`src/rtl/rtcs_pkg.sv`:
```
package rtcs_pkg;

   // Bus address of this slave on the two-wire link
   localparam logic [6:0] SLAVE_ADDR = 7'h69;
   // Offset and data widths, pointer reset value and step
   localparam int PTR_W = 8;
   localparam int DATA_W = 8;
   localparam logic [7:0] PTR_RST = 8'h00;
   localparam logic [7:0] PTR_STEP = 8'h01;
   // Bit counter limits within one byte
   localparam logic [3:0] BIT_LAST = 4'h7;
   localparam logic [3:0] BIT_ZERO = 4'h0;
   // The clock's first fall after START closes the START and is not a bit,
   // so the counter starts one below zero and wraps to zero on that fall
   localparam logic [3:0] BIT_PRE = 4'hf;
   // Read bit driven after the first fall inside a byte
   localparam logic [3:0] BIT_LAST_M1 = 4'h6;
   // Write queue depth
   localparam int WQ_DEPTH = 8;

   // Protocol phases of the slave
   typedef enum logic [2:0] {
      RTCS_IDLE,
      RTCS_ADDR,
      RTCS_ADDR_ACK,
      RTCS_RX,
      RTCS_RX_ACK,
      RTCS_TX,
      RTCS_TX_ACK
   } rtcs_state_e;

   // One register write passed to the register space
   typedef struct packed {
      logic [7:0] addr;
      logic [7:0] data;
   } rtcs_wr_s;

endpackage

```
`src/rtl/rtcs_fifo.sv`:
```
`timescale 1ns/100ps
module rtcs_fifo #(
   parameter int WIDTH = 16,
   parameter int DEPTH = 8
) (
   input wire logic i_sys_clk,
   input wire logic i_rst_n,
   input wire logic i_in_valid,
   output logic o_in_ready,
   input wire logic [WIDTH-1:0] i_in_data,
   output logic o_out_valid,
   input wire logic i_out_ready,
   output logic [WIDTH-1:0] o_out_data
);
   localparam int AW = $clog2(DEPTH);

   initial begin
      if (DEPTH < 2 || (1 << AW) != DEPTH) begin
         $error("rtcs_fifo depth must be a power of two, at least 2");
      end
   end

   logic [WIDTH-1:0] mem_q [DEPTH];
   logic [AW:0] wr_q;
   logic [AW:0] rd_q;
   logic push;
   logic pop;

   // Extra pointer bit separates full from empty
   assign o_in_ready = (wr_q - rd_q) != (AW+1)'(DEPTH);
   assign o_out_valid = wr_q != rd_q;
   assign o_out_data = mem_q[rd_q[AW-1:0]];
   assign push = i_in_valid && o_in_ready;
   assign pop = o_out_valid && i_out_ready;

   // Storage
   always_ff @(posedge i_sys_clk) begin
      if (push) begin
         mem_q[wr_q[AW-1:0]] <= i_in_data;
      end
   end

   // Pointers
   always_ff @(posedge i_sys_clk) begin
      if (!i_rst_n) begin
         wr_q <= '0;
         rd_q <= '0;
      end else begin
         if (push) begin
            wr_q <= wr_q + 1'b1;
         end
         if (pop) begin
            rd_q <= rd_q + 1'b1;
         end
      end
   end
endmodule

```
`src/rtl/rtcs_slave.sv`:
```
`timescale 1ns/100ps
// Overview of operation
// - Data falling while clock high is a START.
// - Data rising while clock high is a STOP.
// - A START before a STOP acts as STOP then START.
// - Data changes only while clock low; one bit per clock pulse.
// - Eight-bit bytes, each followed by a ninth acknowledge pulse.
// - No limit on bytes between START and STOP.
// - Answer address 1101001 with ACK; eighth bit zero write, one read.
// - Any other address gets no acknowledge.
// - Addressed device acknowledges every byte it receives.
// - Acknowledger holds data low for whole acknowledge clock high.
// - Master NAKs last byte; device then releases the data line.
// - First byte after write address loads the address pointer.
// - Further write bytes store at pointer, then pointer advances.
// - Writes continue into consecutive registers until STOP.
// - After read address, send register at pointer, then advance.
// - Keep sending until NAK, STOP or repeated START.
// - Pointer keeps its value between transfers.
module rtcs_slave (
   input wire logic i_sys_clk,
   input wire logic i_rst_n,
   input wire logic i_scl,
   input wire logic i_sda,
   output logic o_sda,
   output logic o_sda_oe_n,
   output logic o_wr_valid,
   input wire logic i_wr_ready,
   output rtcs_pkg::rtcs_wr_s o_wr,
   output logic [7:0] o_rd_addr,
   input wire logic [7:0] i_rd_data,
   output logic o_busy
);
   logic [1:0] scl_sync_q;
   logic [1:0] sda_sync_q;
   logic scl_q;
   logic sda_q;
   logic scl_rise;
   logic scl_fall;
   logic start_det;
   logic stop_det;
   rtcs_pkg::rtcs_state_e state_q;
   logic [3:0] bit_q;
   logic [7:0] shift_q;
   logic [7:0] ptr_q;
   logic have_ptr_q;
   logic drive_low_q;
   logic wq_valid_q;
   logic wq_ready;
   rtcs_pkg::rtcs_wr_s wq_data_q;
   rtcs_pkg::rtcs_wr_s fifo_out;
   logic fifo_valid;
   logic ack_is_low;
   logic [7:0] rx_byte;

   // Two flops on each pin before anything looks at it
   always_ff @(posedge i_sys_clk) begin
      if (!i_rst_n) begin
         scl_sync_q <= 2'h3;
         sda_sync_q <= 2'h3;
         scl_q <= 1'b1;
         sda_q <= 1'b1;
      end else begin
         scl_sync_q <= {scl_sync_q[0], i_scl};
         sda_sync_q <= {sda_sync_q[0], i_sda};
         scl_q <= scl_sync_q[1];
         sda_q <= sda_sync_q[1];
      end
   end

   // Edges and bus conditions from the synchronised levels
   assign scl_rise = scl_sync_q[1] && !scl_q;
   assign scl_fall = !scl_sync_q[1] && scl_q;
   assign start_det = scl_sync_q[1] && scl_q && sda_q && !sda_sync_q[1];
   assign stop_det = scl_sync_q[1] && scl_q && !sda_q && sda_sync_q[1];
   assign rx_byte = {shift_q[6:0], sda_sync_q[1]};
   assign ack_is_low = !sda_sync_q[1];

   // Protocol state; START always restarts, so a repeat START acts as STOP+START
   always_ff @(posedge i_sys_clk) begin
      if (!i_rst_n) begin
         state_q <= rtcs_pkg::RTCS_IDLE;
         bit_q <= rtcs_pkg::BIT_ZERO;
         shift_q <= '0;
         have_ptr_q <= 1'b0;
      end else if (start_det) begin
         state_q <= rtcs_pkg::RTCS_ADDR;
         bit_q <= rtcs_pkg::BIT_PRE;
         have_ptr_q <= 1'b0;
      end else if (stop_det) begin
         state_q <= rtcs_pkg::RTCS_IDLE;
      end else if (scl_rise) begin
         // Sample on the rising edge: data is stable while the clock is high
         case (state_q)
            rtcs_pkg::RTCS_ADDR, rtcs_pkg::RTCS_RX: begin
               shift_q <= rx_byte;
            end
            rtcs_pkg::RTCS_TX_ACK: begin
               if (!ack_is_low) begin
                  state_q <= rtcs_pkg::RTCS_IDLE;
               end
            end
            default: begin
            end
         endcase
      end else if (scl_fall) begin
         case (state_q)
            rtcs_pkg::RTCS_ADDR: begin
               if (bit_q == rtcs_pkg::BIT_LAST) begin
                  bit_q <= rtcs_pkg::BIT_ZERO;
                  if (shift_q[7:1] == rtcs_pkg::SLAVE_ADDR) begin
                     state_q <= rtcs_pkg::RTCS_ADDR_ACK;
                  end else begin
                     state_q <= rtcs_pkg::RTCS_IDLE;
                  end
               end else begin
                  bit_q <= bit_q + 4'h1;
               end
            end
            rtcs_pkg::RTCS_ADDR_ACK: begin
               state_q <= shift_q[0] ? rtcs_pkg::RTCS_TX : rtcs_pkg::RTCS_RX;
            end
            rtcs_pkg::RTCS_RX: begin
               if (bit_q == rtcs_pkg::BIT_LAST) begin
                  bit_q <= rtcs_pkg::BIT_ZERO;
                  state_q <= rtcs_pkg::RTCS_RX_ACK;
               end else begin
                  bit_q <= bit_q + 4'h1;
               end
            end
            rtcs_pkg::RTCS_RX_ACK: begin
               have_ptr_q <= 1'b1;
               state_q <= rtcs_pkg::RTCS_RX;
            end
            rtcs_pkg::RTCS_TX: begin
               if (bit_q == rtcs_pkg::BIT_LAST) begin
                  bit_q <= rtcs_pkg::BIT_ZERO;
                  state_q <= rtcs_pkg::RTCS_TX_ACK;
               end else begin
                  bit_q <= bit_q + 4'h1;
               end
            end
            rtcs_pkg::RTCS_TX_ACK: begin
               state_q <= rtcs_pkg::RTCS_TX;
            end
            default: begin
               state_q <= rtcs_pkg::RTCS_IDLE;
            end
         endcase
      end
   end

   // Pointer survives STOP and START; only loads and increments move it
   always_ff @(posedge i_sys_clk) begin
      if (!i_rst_n) begin
         ptr_q <= rtcs_pkg::PTR_RST;
      end else if (scl_fall && state_q == rtcs_pkg::RTCS_RX_ACK) begin
         if (!have_ptr_q) begin
            ptr_q <= shift_q;
         end else begin
            ptr_q <= ptr_q + rtcs_pkg::PTR_STEP;
         end
      end else if (scl_fall && state_q == rtcs_pkg::RTCS_TX && bit_q == rtcs_pkg::BIT_LAST) begin
         ptr_q <= ptr_q + rtcs_pkg::PTR_STEP;
      end
   end

   // Data pin: ACK low during ack slots, else shift read data MSB first on clock low
   always_ff @(posedge i_sys_clk) begin
      if (!i_rst_n) begin
         drive_low_q <= 1'b0;
      end else if (start_det || stop_det) begin
         drive_low_q <= 1'b0;
      end else if (scl_fall) begin
         case (state_q)
            rtcs_pkg::RTCS_ADDR: begin
               drive_low_q <= bit_q == rtcs_pkg::BIT_LAST
                  && shift_q[7:1] == rtcs_pkg::SLAVE_ADDR;
            end
            rtcs_pkg::RTCS_RX: begin
               drive_low_q <= bit_q == rtcs_pkg::BIT_LAST;
            end
            rtcs_pkg::RTCS_ADDR_ACK: begin
               drive_low_q <= shift_q[0] && !i_rd_data[7];
            end
            rtcs_pkg::RTCS_TX: begin
               drive_low_q <= bit_q != rtcs_pkg::BIT_LAST
                  && !i_rd_data[3'(rtcs_pkg::BIT_LAST_M1 - bit_q)];
            end
            rtcs_pkg::RTCS_TX_ACK: begin
               drive_low_q <= !ack_is_low ? 1'b0 : !i_rd_data[7];
            end
            default: begin
               drive_low_q <= 1'b0;
            end
         endcase
      end
   end
   // Completed write bytes queue toward the register space; with the queue full a byte
   // waits in one holding register and is lost if the next byte completes first, since the two-wire slave cannot stretch the clock here
   always_ff @(posedge i_sys_clk) begin
      if (!i_rst_n) begin
         wq_valid_q <= 1'b0;
         wq_data_q <= '0;
      end else if (scl_fall && state_q == rtcs_pkg::RTCS_RX_ACK && have_ptr_q) begin
         wq_valid_q <= 1'b1;
         wq_data_q <= '{addr: ptr_q, data: shift_q};
      end else if (wq_ready) begin
         wq_valid_q <= 1'b0;
      end
   end

   rtcs_fifo #(
      .WIDTH(16),
      .DEPTH(rtcs_pkg::WQ_DEPTH)
   ) u_wq (
      .i_sys_clk(i_sys_clk),
      .i_rst_n(i_rst_n),
      .i_in_valid(wq_valid_q),
      .o_in_ready(wq_ready),
      .i_in_data(wq_data_q),
      .o_out_valid(fifo_valid),
      .i_out_ready(i_wr_ready && !(o_wr_valid && i_wr_ready)),
      .o_out_data(fifo_out)
   );

   // Output stage registered so every output is a flop
   always_ff @(posedge i_sys_clk) begin
      if (!i_rst_n) begin
         o_wr_valid <= 1'b0;
         o_wr <= '0;
         o_sda <= 1'b1;
         o_sda_oe_n <= 1'b1;
         o_rd_addr <= rtcs_pkg::PTR_RST;
         o_busy <= 1'b0;
      end else begin
         if (o_wr_valid && i_wr_ready) begin
            o_wr_valid <= 1'b0;
         end else if (!o_wr_valid && fifo_valid && i_wr_ready) begin
            o_wr_valid <= 1'b1;
            o_wr <= fifo_out;
         end
         o_sda <= 1'b0;
         o_sda_oe_n <= !drive_low_q;
         o_rd_addr <= ptr_q;
         o_busy <= state_q != rtcs_pkg::RTCS_IDLE;
      end
   end

   a_stop_idles: assert property (@(posedge i_sys_clk) disable iff (!i_rst_n)
      stop_det && !start_det |=> state_q == rtcs_pkg::RTCS_IDLE)
      else $error("stop did not idle");
   a_start_addr: assert property (@(posedge i_sys_clk) disable iff (!i_rst_n)
      start_det |=> state_q == rtcs_pkg::RTCS_ADDR && bit_q == rtcs_pkg::BIT_PRE)
      else $error("start did not begin address phase");
   a_addr_nak: assert property (@(posedge i_sys_clk) disable iff (!i_rst_n)
      scl_fall && state_q == rtcs_pkg::RTCS_ADDR && bit_q == 4'h7
      && shift_q[7:1] != 7'h69 && !start_det && !stop_det |=> !drive_low_q)
      else $error("foreign address acknowledged");
   a_addr_ack: assert property (@(posedge i_sys_clk) disable iff (!i_rst_n)
      scl_fall && state_q == rtcs_pkg::RTCS_ADDR && bit_q == 4'h7
      && shift_q[7:1] == 7'h69 && !start_det && !stop_det |=> drive_low_q ##2 !o_sda_oe_n)
      else $error("own address not acknowledged");
   a_rx_ack: assert property (@(posedge i_sys_clk) disable iff (!i_rst_n)
      state_q == rtcs_pkg::RTCS_RX_ACK && scl_sync_q[1] && scl_q |-> drive_low_q)
      else $error("received byte not acknowledged");
   a_ptr_load: assert property (@(posedge i_sys_clk) disable iff (!i_rst_n)
      scl_fall && state_q == rtcs_pkg::RTCS_RX_ACK && !have_ptr_q && !start_det && !stop_det
      |=> ptr_q == $past(shift_q))
      else $error("offset not loaded");
   a_ptr_inc: assert property (@(posedge i_sys_clk) disable iff (!i_rst_n)
      scl_fall && state_q == rtcs_pkg::RTCS_TX && bit_q == 4'h7 && !start_det && !stop_det
      |=> ptr_q == $past(ptr_q) + 8'h01)
      else $error("pointer did not advance on read");
   a_nak_release: assert property (@(posedge i_sys_clk) disable iff (!i_rst_n)
      scl_rise && state_q == rtcs_pkg::RTCS_TX_ACK && !ack_is_low && !start_det && !stop_det
      |=> state_q == rtcs_pkg::RTCS_IDLE ##1 !drive_low_q [*2])
      else $error("data line not released after nak");
   a_ptr_hold: assert property (@(posedge i_sys_clk) disable iff (!i_rst_n)
      start_det |=> ptr_q == $past(ptr_q))
      else $error("pointer changed by start");
   // The master needs a free line for its own acknowledge after bit 0
   a_tx_release: assert property (@(posedge i_sys_clk) disable iff (!i_rst_n)
      scl_fall && state_q == rtcs_pkg::RTCS_TX && bit_q == 4'h7 && !start_det && !stop_det
      |=> !drive_low_q)
      else $error("data line not released for master acknowledge");
   a_ptr_wrap: assert property (@(posedge i_sys_clk) disable iff (!i_rst_n)
      scl_fall && state_q == rtcs_pkg::RTCS_RX_ACK && have_ptr_q && ptr_q == 8'hff
      && !start_det && !stop_det |=> ptr_q == 8'h00)
      else $error("pointer did not wrap to zero");
   // A stalled register space must see the same write until it takes it
   a_wr_stands: assert property (@(posedge i_sys_clk) disable iff (!i_rst_n)
      o_wr_valid && !i_wr_ready |=> o_wr_valid && $stable(o_wr))
      else $error("write request dropped before taken");
   a_pin_follows: assert property (@(posedge i_sys_clk) disable iff (!i_rst_n)
      drive_low_q |=> !o_sda_oe_n)
      else $error("data pin not pulled while driving low");
endmodule
```
`config.mk`:
```
export PLATFORM = sky130hd
export DESIGN_NAME = rtcs_slave
export DESIGN_NICKNAME = d
export VERILOG_FILES = /design/src/rtl/rtcs_pkg.sv /design/src/rtl/rtcs_fifo.sv /design/src/rtl/rtcs_slave.sv
export SDC_FILE = /design/constraint.sdc
export NUM_CORES = 1
export LEC_CHECK = 0
export BUFFER_PORTS_ARGS = -buffer_cell sky130_fd_sc_hd__buf_2
export CORE_ASPECT_RATIO = 2
export CORE_MARGIN = 5
export CORE_UTILIZATION = 40
export CTS_CLUSTER_DIAMETER = 120
export CTS_CLUSTER_SIZE = 20
export DETAILED_ROUTE_END_ITERATION = 10
export GPL_ROUTABILITY_DRIVEN = 1
export PLACE_DENSITY_LB_ADDON = 0.1
export SKIP_CTS_REPAIR_TIMING = 1
export SYNTH_ARGS = -nofsm -noshare
export SYNTH_HDL_FRONTEND = slang
export SYNTH_SLANG_ARGS = --single-unit
export TNS_END_PERCENT = 1
```
`constraint.sdc`:
```
create_clock -name i_sys_clk -period 8.7 [get_ports i_sys_clk]
set_input_delay 1.74 -clock i_sys_clk [delete_from_list [all_inputs] [get_ports i_sys_clk]]
set_output_delay 1.74 -clock i_sys_clk [all_outputs]
set_load 0.1 [all_outputs]
```
After elaboration in Yosys (flattened, before gate mapping). Memories as Yosys holds them, arrays and structs flattened. A register that Yosys moved wholly into a read port is not among the register bits. Cells that the tools add are included.

Flip-flop bits (word level): 68. Bits of input ports: 13. Memory bits (writable): 128. Latch bits: 0. Bits in read-only memories: 0. Output and inout bits: 28. Word-level logic and storage cells: 137. Memories kept: 1.

Memories: u_wq.mem_q (depth 8, bits a word 16, rd ports 1, clocked after Yosys merged registers in 1, wr ports 1, RTL line rtcs_fifo.sv:23) `logic [WIDTH-1:0] mem_q [DEPTH];`.

Add/subtract/negate cells: 6. Div/mod/pow operators: 0. Shift-type cells: 0. Equal/unequal tests: 23. Multiply operators: 0. Mux-type cells: 30. Magnitude comparators: 1. Bitwise logic cells: 5. Reductions and logical operators: 50.

Operator list (number): two-way mux 3 bit (8); two-way mux 4 bit (6); two-way mux 8 bit (3); logical AND 1 bit (20); one-hot mux 3 bit (6 select lines) (1); != test 5 bit (second input constant) (3); adder 4 x 1 -> 4 bit (second input constant) (3); AND reduction 4 bit (3); AND reduction 6 bit (2); zero test 1 bit (10); nonzero test 2 bit (5); equality test 3 bit (second input constant) (3); two-way mux 1 bit (9); != test 3 bit (second input constant) (3); adder 8 x 1 -> 8 bit (second input constant) (1); OR reduction 2 bit (4); equality test 7 bit (second input constant) (1); equality test 3 x 2 -> 1 bit (second input constant) (2); OR reduction 3 bit (2); inverter 1 bit (5); one-hot mux 1 bit (5 select lines) (1); equality test 4 x 3 -> 1 bit (second input constant) (1); < comparator 3 x 4 -> 1 bit (second input constant) (1); != test 2 x 1 -> 1 bit (second input constant) (2); 15 further kinds (16).

Depth between registers and ports, before layout. Gate-level depths: netlist (run 1).

Depth in word-level cells: 8. Depth in mapped cells: 11. Gate-level depth less buffers: 7.

Cells and area by module. From an unflattened synthesis (run 1), not the netlist that was laid out.

Cell total of the unflattened synthesis: 608. Area total of the unflattened synthesis: 8664.6 um^2.

Modules (own cells, without submodules): rtcs_fifo (cells each 262, area an instance 5466.5 um^2, sequential area each 4063.9 um^2, times used 1); rtcs_slave (cells each 346, area an instance 3198.1 um^2, sequential area each 1521.5 um^2, times used 1).

Worst setup path before layout (run 1). No wires, ideal clock.

Kind: register to register. From: register u_wq.rd_q[1]. To: memory u_wq.mem_q[2][0], enable pin. Data required time: 8.264 ns. Slack: 4.397 ns. Buffers on the path: 2. Arrival time: 3.867 ns. Setup time: 0.436 ns. Clock period less this slack: 4.303 ns. Cell stages (with the launch flop): 10. Cells stage by stage: dfxtp_1 buf_2 buf_1 inv_1 ha_1 nor2b_1 o21a_1 nor3_1 o31ai_4 nor4b_1.

Longest elaborated chain between the ends: 5.

RTL lines: from (decl) (RTL line rtcs_fifo.sv:25) `logic [AW:0] rd_q;`; from (signal assigned) (RTL line rtcs_fifo.sv:53) `rd_q <= rd_q + 1'b1;`; subtractor 4 bit (RTL line rtcs_fifo.sv:30) `assign o_in_ready = (wr_q - rd_q) != (AW+1)'(DEPTH);`; != test 4 bit (RTL line rtcs_fifo.sv:30); logical AND 1 bit (RTL line rtcs_fifo.sv:33) `assign push = i_in_valid && o_in_ready;`; two-way mux 1 bit (RTL line rtcs_fifo.sv:38) `if (push) begin`; two-way mux 1 bit (implied by the code) (RTL line rtcs_fifo.sv:39) `mem_q[wr_q[AW-1:0]] <= i_in_data;`; to (decl) (RTL line rtcs_fifo.sv:23).

No other way between the ends.

Final worst setup path (run 1).
From: register u_wq.rd_q[2]. To: memory u_wq.mem_q[3][0], enable pin.

The elaborated chain is that of the path after synthesis.

==> results of run 1 <==
==> flip-flops by register name, summed over array words and instances, names as in the netlist, 2 cells and up <==
register and cells:
shift_q 8, u_wq.wr_q 4, o_rd_addr 8, u_wq.rd_q 4, sda_sync_q 2, state_q 3, scl_sync_q 2, wq_data_q 16
o_wr 16, ptr_q 8, u_wq.mem_q 128, bit_q 4
==> worst max path at each step <==
stage	slack, ns	start	to
5_1_grt	4.21	u_wq.rd_q[2]	u_wq.mem_q[2][14]
3_5_place_dp	4.47	u_wq.rd_q[2]	u_wq.mem_q[2][0]
2_1_floorplan	4.40	u_wq.rd_q[1]	u_wq.mem_q[2][0]
4_1_cts	4.46	u_wq.rd_q[2]	u_wq.mem_q[2][12]
6_report	4.57	u_wq.rd_q[2]	u_wq.mem_q[3][0]
3_3_place_gp	4.61	u_wq.rd_q[2]	u_wq.mem_q[3][0]
==> where the power goes <==
group          leakage, nW  switching, mW  internal [mW]
clock                0.199          0.319          0.323
sequential            1.86        0.00302           1.05
combinational         1.20         0.0166        0.00923
==> per-stage QoR <==
stage | util [%] | setup WS, ns | cell area (sq um)
final | 44.7 | 4.57 | 9360
after floorplan | - | 4.40 | 8430
after CTS | 44.7 | 4.46 | 9360
after global routing | 44.7 | 4.21 | 9360
after global placement | 42.8 | 4.61 | 8950
after detailed placement | 42.8 | 4.47 | 8950
==> area by class of cell <==
cell class	count	share of cell area (%)
tap	269	3.60
clock inverter	1	0.0936
multi-input combinational	341	29.4
timing repair buffer	51	3.02
inverter	12	0.481
clock buffer	23	4.33
sequential	212	59.0
==> cells in the mapped netlist, types with 6 or more instances <==
cell type                  instances
sky130_fd_sc_hd__clkbuf_1         15
sky130_fd_sc_hd__nand3_1          10
sky130_fd_sc_hd__a311oi_1         17
sky130_fd_sc_hd__nand2_1          62
sky130_fd_sc_hd__and2_1            8
sky130_fd_sc_hd__edfxtp_1        128
sky130_fd_sc_hd__mux2i_1          29
sky130_fd_sc_hd__nor2_1           58
sky130_fd_sc_hd__mux4_2           34
sky130_fd_sc_hd__ha_1             10
sky130_fd_sc_hd__nor3_1            9
sky130_fd_sc_hd__a21oi_1          16
sky130_fd_sc_hd__inv_1            10
sky130_fd_sc_hd__buf_2            14
sky130_fd_sc_hd__nor2b_1           6
sky130_fd_sc_hd__dfxtp_1          84
sky130_fd_sc_hd__o21ai_0           9
sky130_fd_sc_hd__nand2b_1          9
==> cells by family (layout without fill, tap and decap cells) <==
| family | Yosys count | in the layout | share of synthesized area (%) |
|---|---|---|---|
| buffers and inverters | 46 | 87 | 2.39 |
| muxes | 66 | 66 | 13.0 |
| AOI/OAI and AO/OA | 75 | 75 | 6.71 |
| and+or+nand+nor | 184 | 184 | 10.2 |
| xor gates and xnor gates | 6 | 6 | 0.624 |
| DFF | 212 | 212 | 65.6 |
| adders and majority gates | 10 | 10 | 1.48 |
==> metal layers <==
layer / up-vias / part of all wire (%) / GRT usage (%)
met5: - / 0 / 0
met1: 2417 / 37 / 16.5
met3: 30 / 3.1 / 1.86
met2: 96 / 56 / 29.7
met4: 0 / 3.2 / 5.58
li1: 2309 / - / -
==> metrics, run 1 <==
worst skew pair latency=0.46 ns; Least-Margin Pin Slew=1.03 ns; Max-cap violations=0; Post-Synthesis Cell Area=between 0.008 and 0.009 sq mm; total negative slack=0 ns; antenna violations before repair=0; Layout Nets=655; worst min-delay path category=reg -> reg; outcome=complete, no violations; hold-critical path depth=1; most frequent standard cell in the layout excluding fill and tap cells=sky130_fd_sc_hd__edfxtp_1; RSZ-0062 raised after global routing=false; worst relative slew slack=around 31%; Warnings, synthesis=0; register cell area after layout=0.00553 sq mm; worst supply voltage drop on vdd=152 uV; power per standard cell area=between 150 and 200 mW/mm^2; average routed wire per standard cell=20.0 um; net count of the mapped netlist=slightly above 600; asr flop ratio synth=0%; drt first-iter violations=148; most instantiated flip-flop cell in the synthesis netlist=sky130_fd_sc_hd__edfxtp_1; clock root cell=sky130_fd_sc_hd__clkbuf_16; post-layout total power=1.72 mW; fmax=242 MHz; area inside the core boundary=0.0209 sq mm; clock slew seen by the registers of the worst setup and hold paths=0.09 ns; average vias per placed instance=around 5.3; Max Root-Sink Buffers=3; post-route minimum period=4.13 ns; final setup violating endpoints=0; count of final max-slew check failures=0; Die Footprint=0.0242 sq mm; wire length of the first global-routing pass=29.1 mm; number of clock sinks=212; Routed Wire Length=18.2 mm; static leakage=between 3 and 4 nW; total inserted antenna cells=0; TritonRoute pass-1 iters=4; Cells after Synth=599; Die W=113 um; reg-to-reg critical path endpoint=u_wq.mem_q[3][0]; number of storage elements in the synthesis netlist=between 200 and 250; highest cell delay on the worst timing path=0.76 ns; startpoint type of the worst setup path=flip-flop; most frequent cells in the layout=sky130_fd_sc_hd__edfxtp_1, sky130_fd_sc_hd__dfxtp_1, sky130_fd_sc_hd__nand2_1, sky130_fd_sc_hd__nor2_1, sky130_fd_sc_hd__buf_2; initial cell density of the core=about two fifths; number of non-filler instances in the completed layout=909; Arrival @ worst endpoint=4.29 ns; vias post-DR=about 4,900; share of Yosys cell area claimed by the top area cell type=45.6%; post-synth cell types=between 50 and 60; worst hold slack across all endpoints=around 0.40 ns; Critical Path Sink Type=flip-flop; number of global-route vias before repair=5,146; area growth from synthesis to final layout=11.1%; ratio of final minimum period to clock period=47.5%; required time at the worst-slack endpoint=8.86 ns; deepest level of the CTS H-tree=1; post-detailed-route DRC marker count=0; Crit Reg-Reg Startpoint=u_wq.rd_q[2]; Antenna Nets Post-Route=0; Reg2Reg Depth=7; post-route clock skew=around 0.011 ns; count of input and output buffers=40; total global routing overflow=0; count of pins on the block boundary=41; buffers plus inverters on the worst setup path=2; worst reg2reg setup slack=4.57 ns; leading area contributor after synthesis=sky130_fd_sc_hd__edfxtp_1; GRT Resource Usage Total=around 15%; fill count=~1,900; crit-path leading delay family=buffers and inverters; EDFF count, synth=128; cell-by-cell trace of the critical path=clkinv_1, ha_1, o21a_1, nor3_1, o31ai_4, nor4b_2, buf_4; share of synthesized area occupied by flip-flops and latches=roughly two thirds; clock tree from TritonCTS=built; Vert. Die Dim=215 um; GPL Wtd Cong=around 0.81; capture endpoint of the worst hold path=o_sda_oe_n; Hold Violations, Final=0; Mapped Avg Cell Area=14.1 sq um; kind of critical path=reg -> reg; biggest area contributors in the synthesized netlist=sky130_fd_sc_hd__edfxtp_1, sky130_fd_sc_hd__dfxtp_1, sky130_fd_sc_hd__mux4_2; HPWL Detailed=12.5 mm; logic depth of the worst setup path including buffers=7; Inserted Clock Buffers=14; slowest stage cell on the critical path=sky130_fd_sc_hd__dfxtp_1; number of placed cells counting well taps=around 900; fraction of layout cells with a size suffix above 1=a little under a fifth; hold path startpoint=drive_low_q; site row count=75; area of the multi-input gates=0.00276 sq mm; maximum net fanout on the critical path=18; maximum number of pins on one net before global-route repair=55
(Power assumes the default switching activity.)
==> run 2: changes to the inputs <==
==> constraint.sdc (replaced) <==
create_clock -name i_sys_clk -period 3.9 [get_ports i_sys_clk]
set_input_delay 0.78 -clock i_sys_clk [delete_from_list [all_inputs] [get_ports i_sys_clk]]
set_output_delay 0.78 -clock i_sys_clk [all_outputs]
set_load 0.1 [all_outputs]
==> metrics, run 2 (same netlist as run 1, synthesis figures left out) <==
total inserted antenna cells=0 (unchanged); Arrival @ worst endpoint=3.06 ns (-1.23 ns); maximum net fanout on the critical path=17 (-1); Die W=113 um (unchanged); RSZ-0062 raised after global routing=false; fill count=1,892 (-1.3%); post-route clock skew=0.0179 ns (+0.00713 ns); drt first-iter violations=201 (+36%); worst skew pair latency=0.46 ns (about the same); power per standard cell area=410 mW/mm^2 (+120%); required time at the worst-slack endpoint=3.99 ns (-4.87 ns); antenna violations before repair=0 (unchanged); GPL Wtd Cong=0.805 (-0.57%); startpoint type of the worst setup path=flip-flop; worst supply voltage drop on vdd=311 uV (+110%); average routed wire per standard cell=19.8 um (-0.94%); worst min-delay path category=reg -> reg; most frequent standard cell in the layout excluding fill and tap cells=sky130_fd_sc_hd__edfxtp_1; worst hold slack across all endpoints=0.390 ns (-0.00730 ns); Hold Violations, Final=0 (unchanged); Die Footprint=0.0242 sq mm (unchanged); number of clock sinks=212 (unchanged); post-route minimum period=2.97 ns (-1.16 ns); fraction of layout cells with a size suffix above 1=19.1% (+0.38 points); deepest level of the CTS H-tree=1 (unchanged); site row count=75 (unchanged); Max Root-Sink Buffers=3 (unchanged); TritonRoute pass-1 iters=4 (unchanged); Routed Wire Length=18.1 mm (-0.61%); clock root cell=sky130_fd_sc_hd__clkbuf_16; Layout Nets=658 (+0.46%); max reg flops=128 (unchanged); clock slew seen by the registers of the worst setup and hold paths=0.08 ns (about the same); hold path startpoint=drive_low_q; total negative slack=0 ns (unchanged); launch point of the worst path=u_wq.wr_q[1]; total global routing overflow=0 (unchanged); clock tree from TritonCTS=built; Inserted Clock Buffers=14 (unchanged); average vias per placed instance=5.35 (+0.23%); Max-cap violations=0 (unchanged); area inside the core boundary=0.0209 sq mm (unchanged); Critical Path Sink Type=flip-flop; worst slack after detailed placement=0.905 ns (-3.57 ns); GRT Resource Usage Total=15.2% (-0.060 points); Antenna Nets Post-Route=0 (unchanged); most frequent cells in the layout=sky130_fd_sc_hd__edfxtp_1, sky130_fd_sc_hd__dfxtp_1, sky130_fd_sc_hd__nand2_1, sky130_fd_sc_hd__nor2_1, sky130_fd_sc_hd__buf_2; number of global-route vias before repair=5,280 (+2.6%); final setup violating endpoints=0 (unchanged); Least-Margin Pin Slew=1.02 ns (-0.00479 ns); vias post-DR=4,879 (+0.56%); outcome=complete, no violations; Crit Reg-Reg Startpoint=u_wq.wr_q[1]; area of the multi-input gates=0.00276 sq mm (unchanged); kind of critical path=reg -> reg; post-layout total power=3.85 mW (+120%); worst relative slew slack=31.4% (+0.32 points); ratio of final minimum period to clock period=76.2% (+29 points); wire length of the first global-routing pass=29.1 mm (about the same); HPWL Detailed=12.6 mm (+0.79%); static leakage=3.28 nW (+0.44%); fmax=337 MHz (+39%); count of final max-slew check failures=0 (unchanged); initial cell density of the core=40.3% (unchanged); count of pins on the block boundary=41 (unchanged); maximum number of pins on one net before global-route repair=55 (unchanged); Vert. Die Dim=215 um (unchanged); area growth from synthesis to final layout=11.3%; setup slack of the critical path after layout=0.930 ns (-3.64 ns); register cell area after layout=0.00553 sq mm (unchanged); count of input and output buffers=40 (unchanged); post-detailed-route DRC marker count=0 (unchanged)
==> run 2: cell types whose count changed in the layout (fill, tap and decap cells not counted) <==
cell	before	now
sky130_fd_sc_hd__buf_4	11	14
==> run 2: through the flow <==
step | cell area, sq um | util (%) | cells
final | 9380 | 44.8 | 912
after global routing | 9380 | 44.8 | 912
after CTS | 9380 | 44.8 | 912
after detailed placement | 8970 | 42.9 | 888
after global placement | 8970 | 42.9 | 888
after floorplan | 8430 | - | 599
==> run 2: worst max-delay path, cell delays in order, from the launching register on <==
cell,delay (ns)
sky130_fd_sc_hd__dfxtp_1,0.56
sky130_fd_sc_hd__ha_1,0.33
sky130_fd_sc_hd__nor2b_1,0.15
sky130_fd_sc_hd__o21a_1,0.18
sky130_fd_sc_hd__nor3_1,0.50
sky130_fd_sc_hd__o311a_1,0.85
==> run 2: where the power goes <==
| part | internal (mW) | switching [mW] | leakage [nW] |
|---|---|---|---|
| Clock | 0.721 | 0.712 | 0.199 |
| Combinational | 0.0211 | 0.0374 | 1.21 |
| Sequential | 2.35 | 0.00663 | 1.86 |
==> run 2: cell type report <==
cell class                      instances  area share [%]
Inverter                               12           0.480
Clock buffer                           23            4.32
Timing Repair Buffer                   54            3.25
Tap cell                              269            3.59
Sequential cell                       212            58.9
Clock inverter                          1          0.0933
Multi-Input combinational cell        341            29.4
==> run 2: path summary, 6_finish.rpt <==
path / endpoint / slack [ns] / depth (start not counted)
worst max-delay path: u_wq.mem_q[7][13] / 0.93 / 5
worst min-delay path: o_sda_oe_n / 0.39 / 1
worst max register to register: u_wq.mem_q[7][13] / 0.93 / 5
worst min register to register: o_sda_oe_n / 0.39 / 1
==> run 2: metal layers <==
| layer | GRT usage, % | vias to the layer above | wire [um] |
|---|---|---|---|
| li1 | - | 2311 | - |
| met1 | 16.4 | 2447 | 6800 |
| met2 | 29.8 | 82 | 10300 |
| met3 | 1.75 | 39 | 469 |
| met4 | 5.17 | 0 | 485 |
| met5 | 0 | - | 0 |
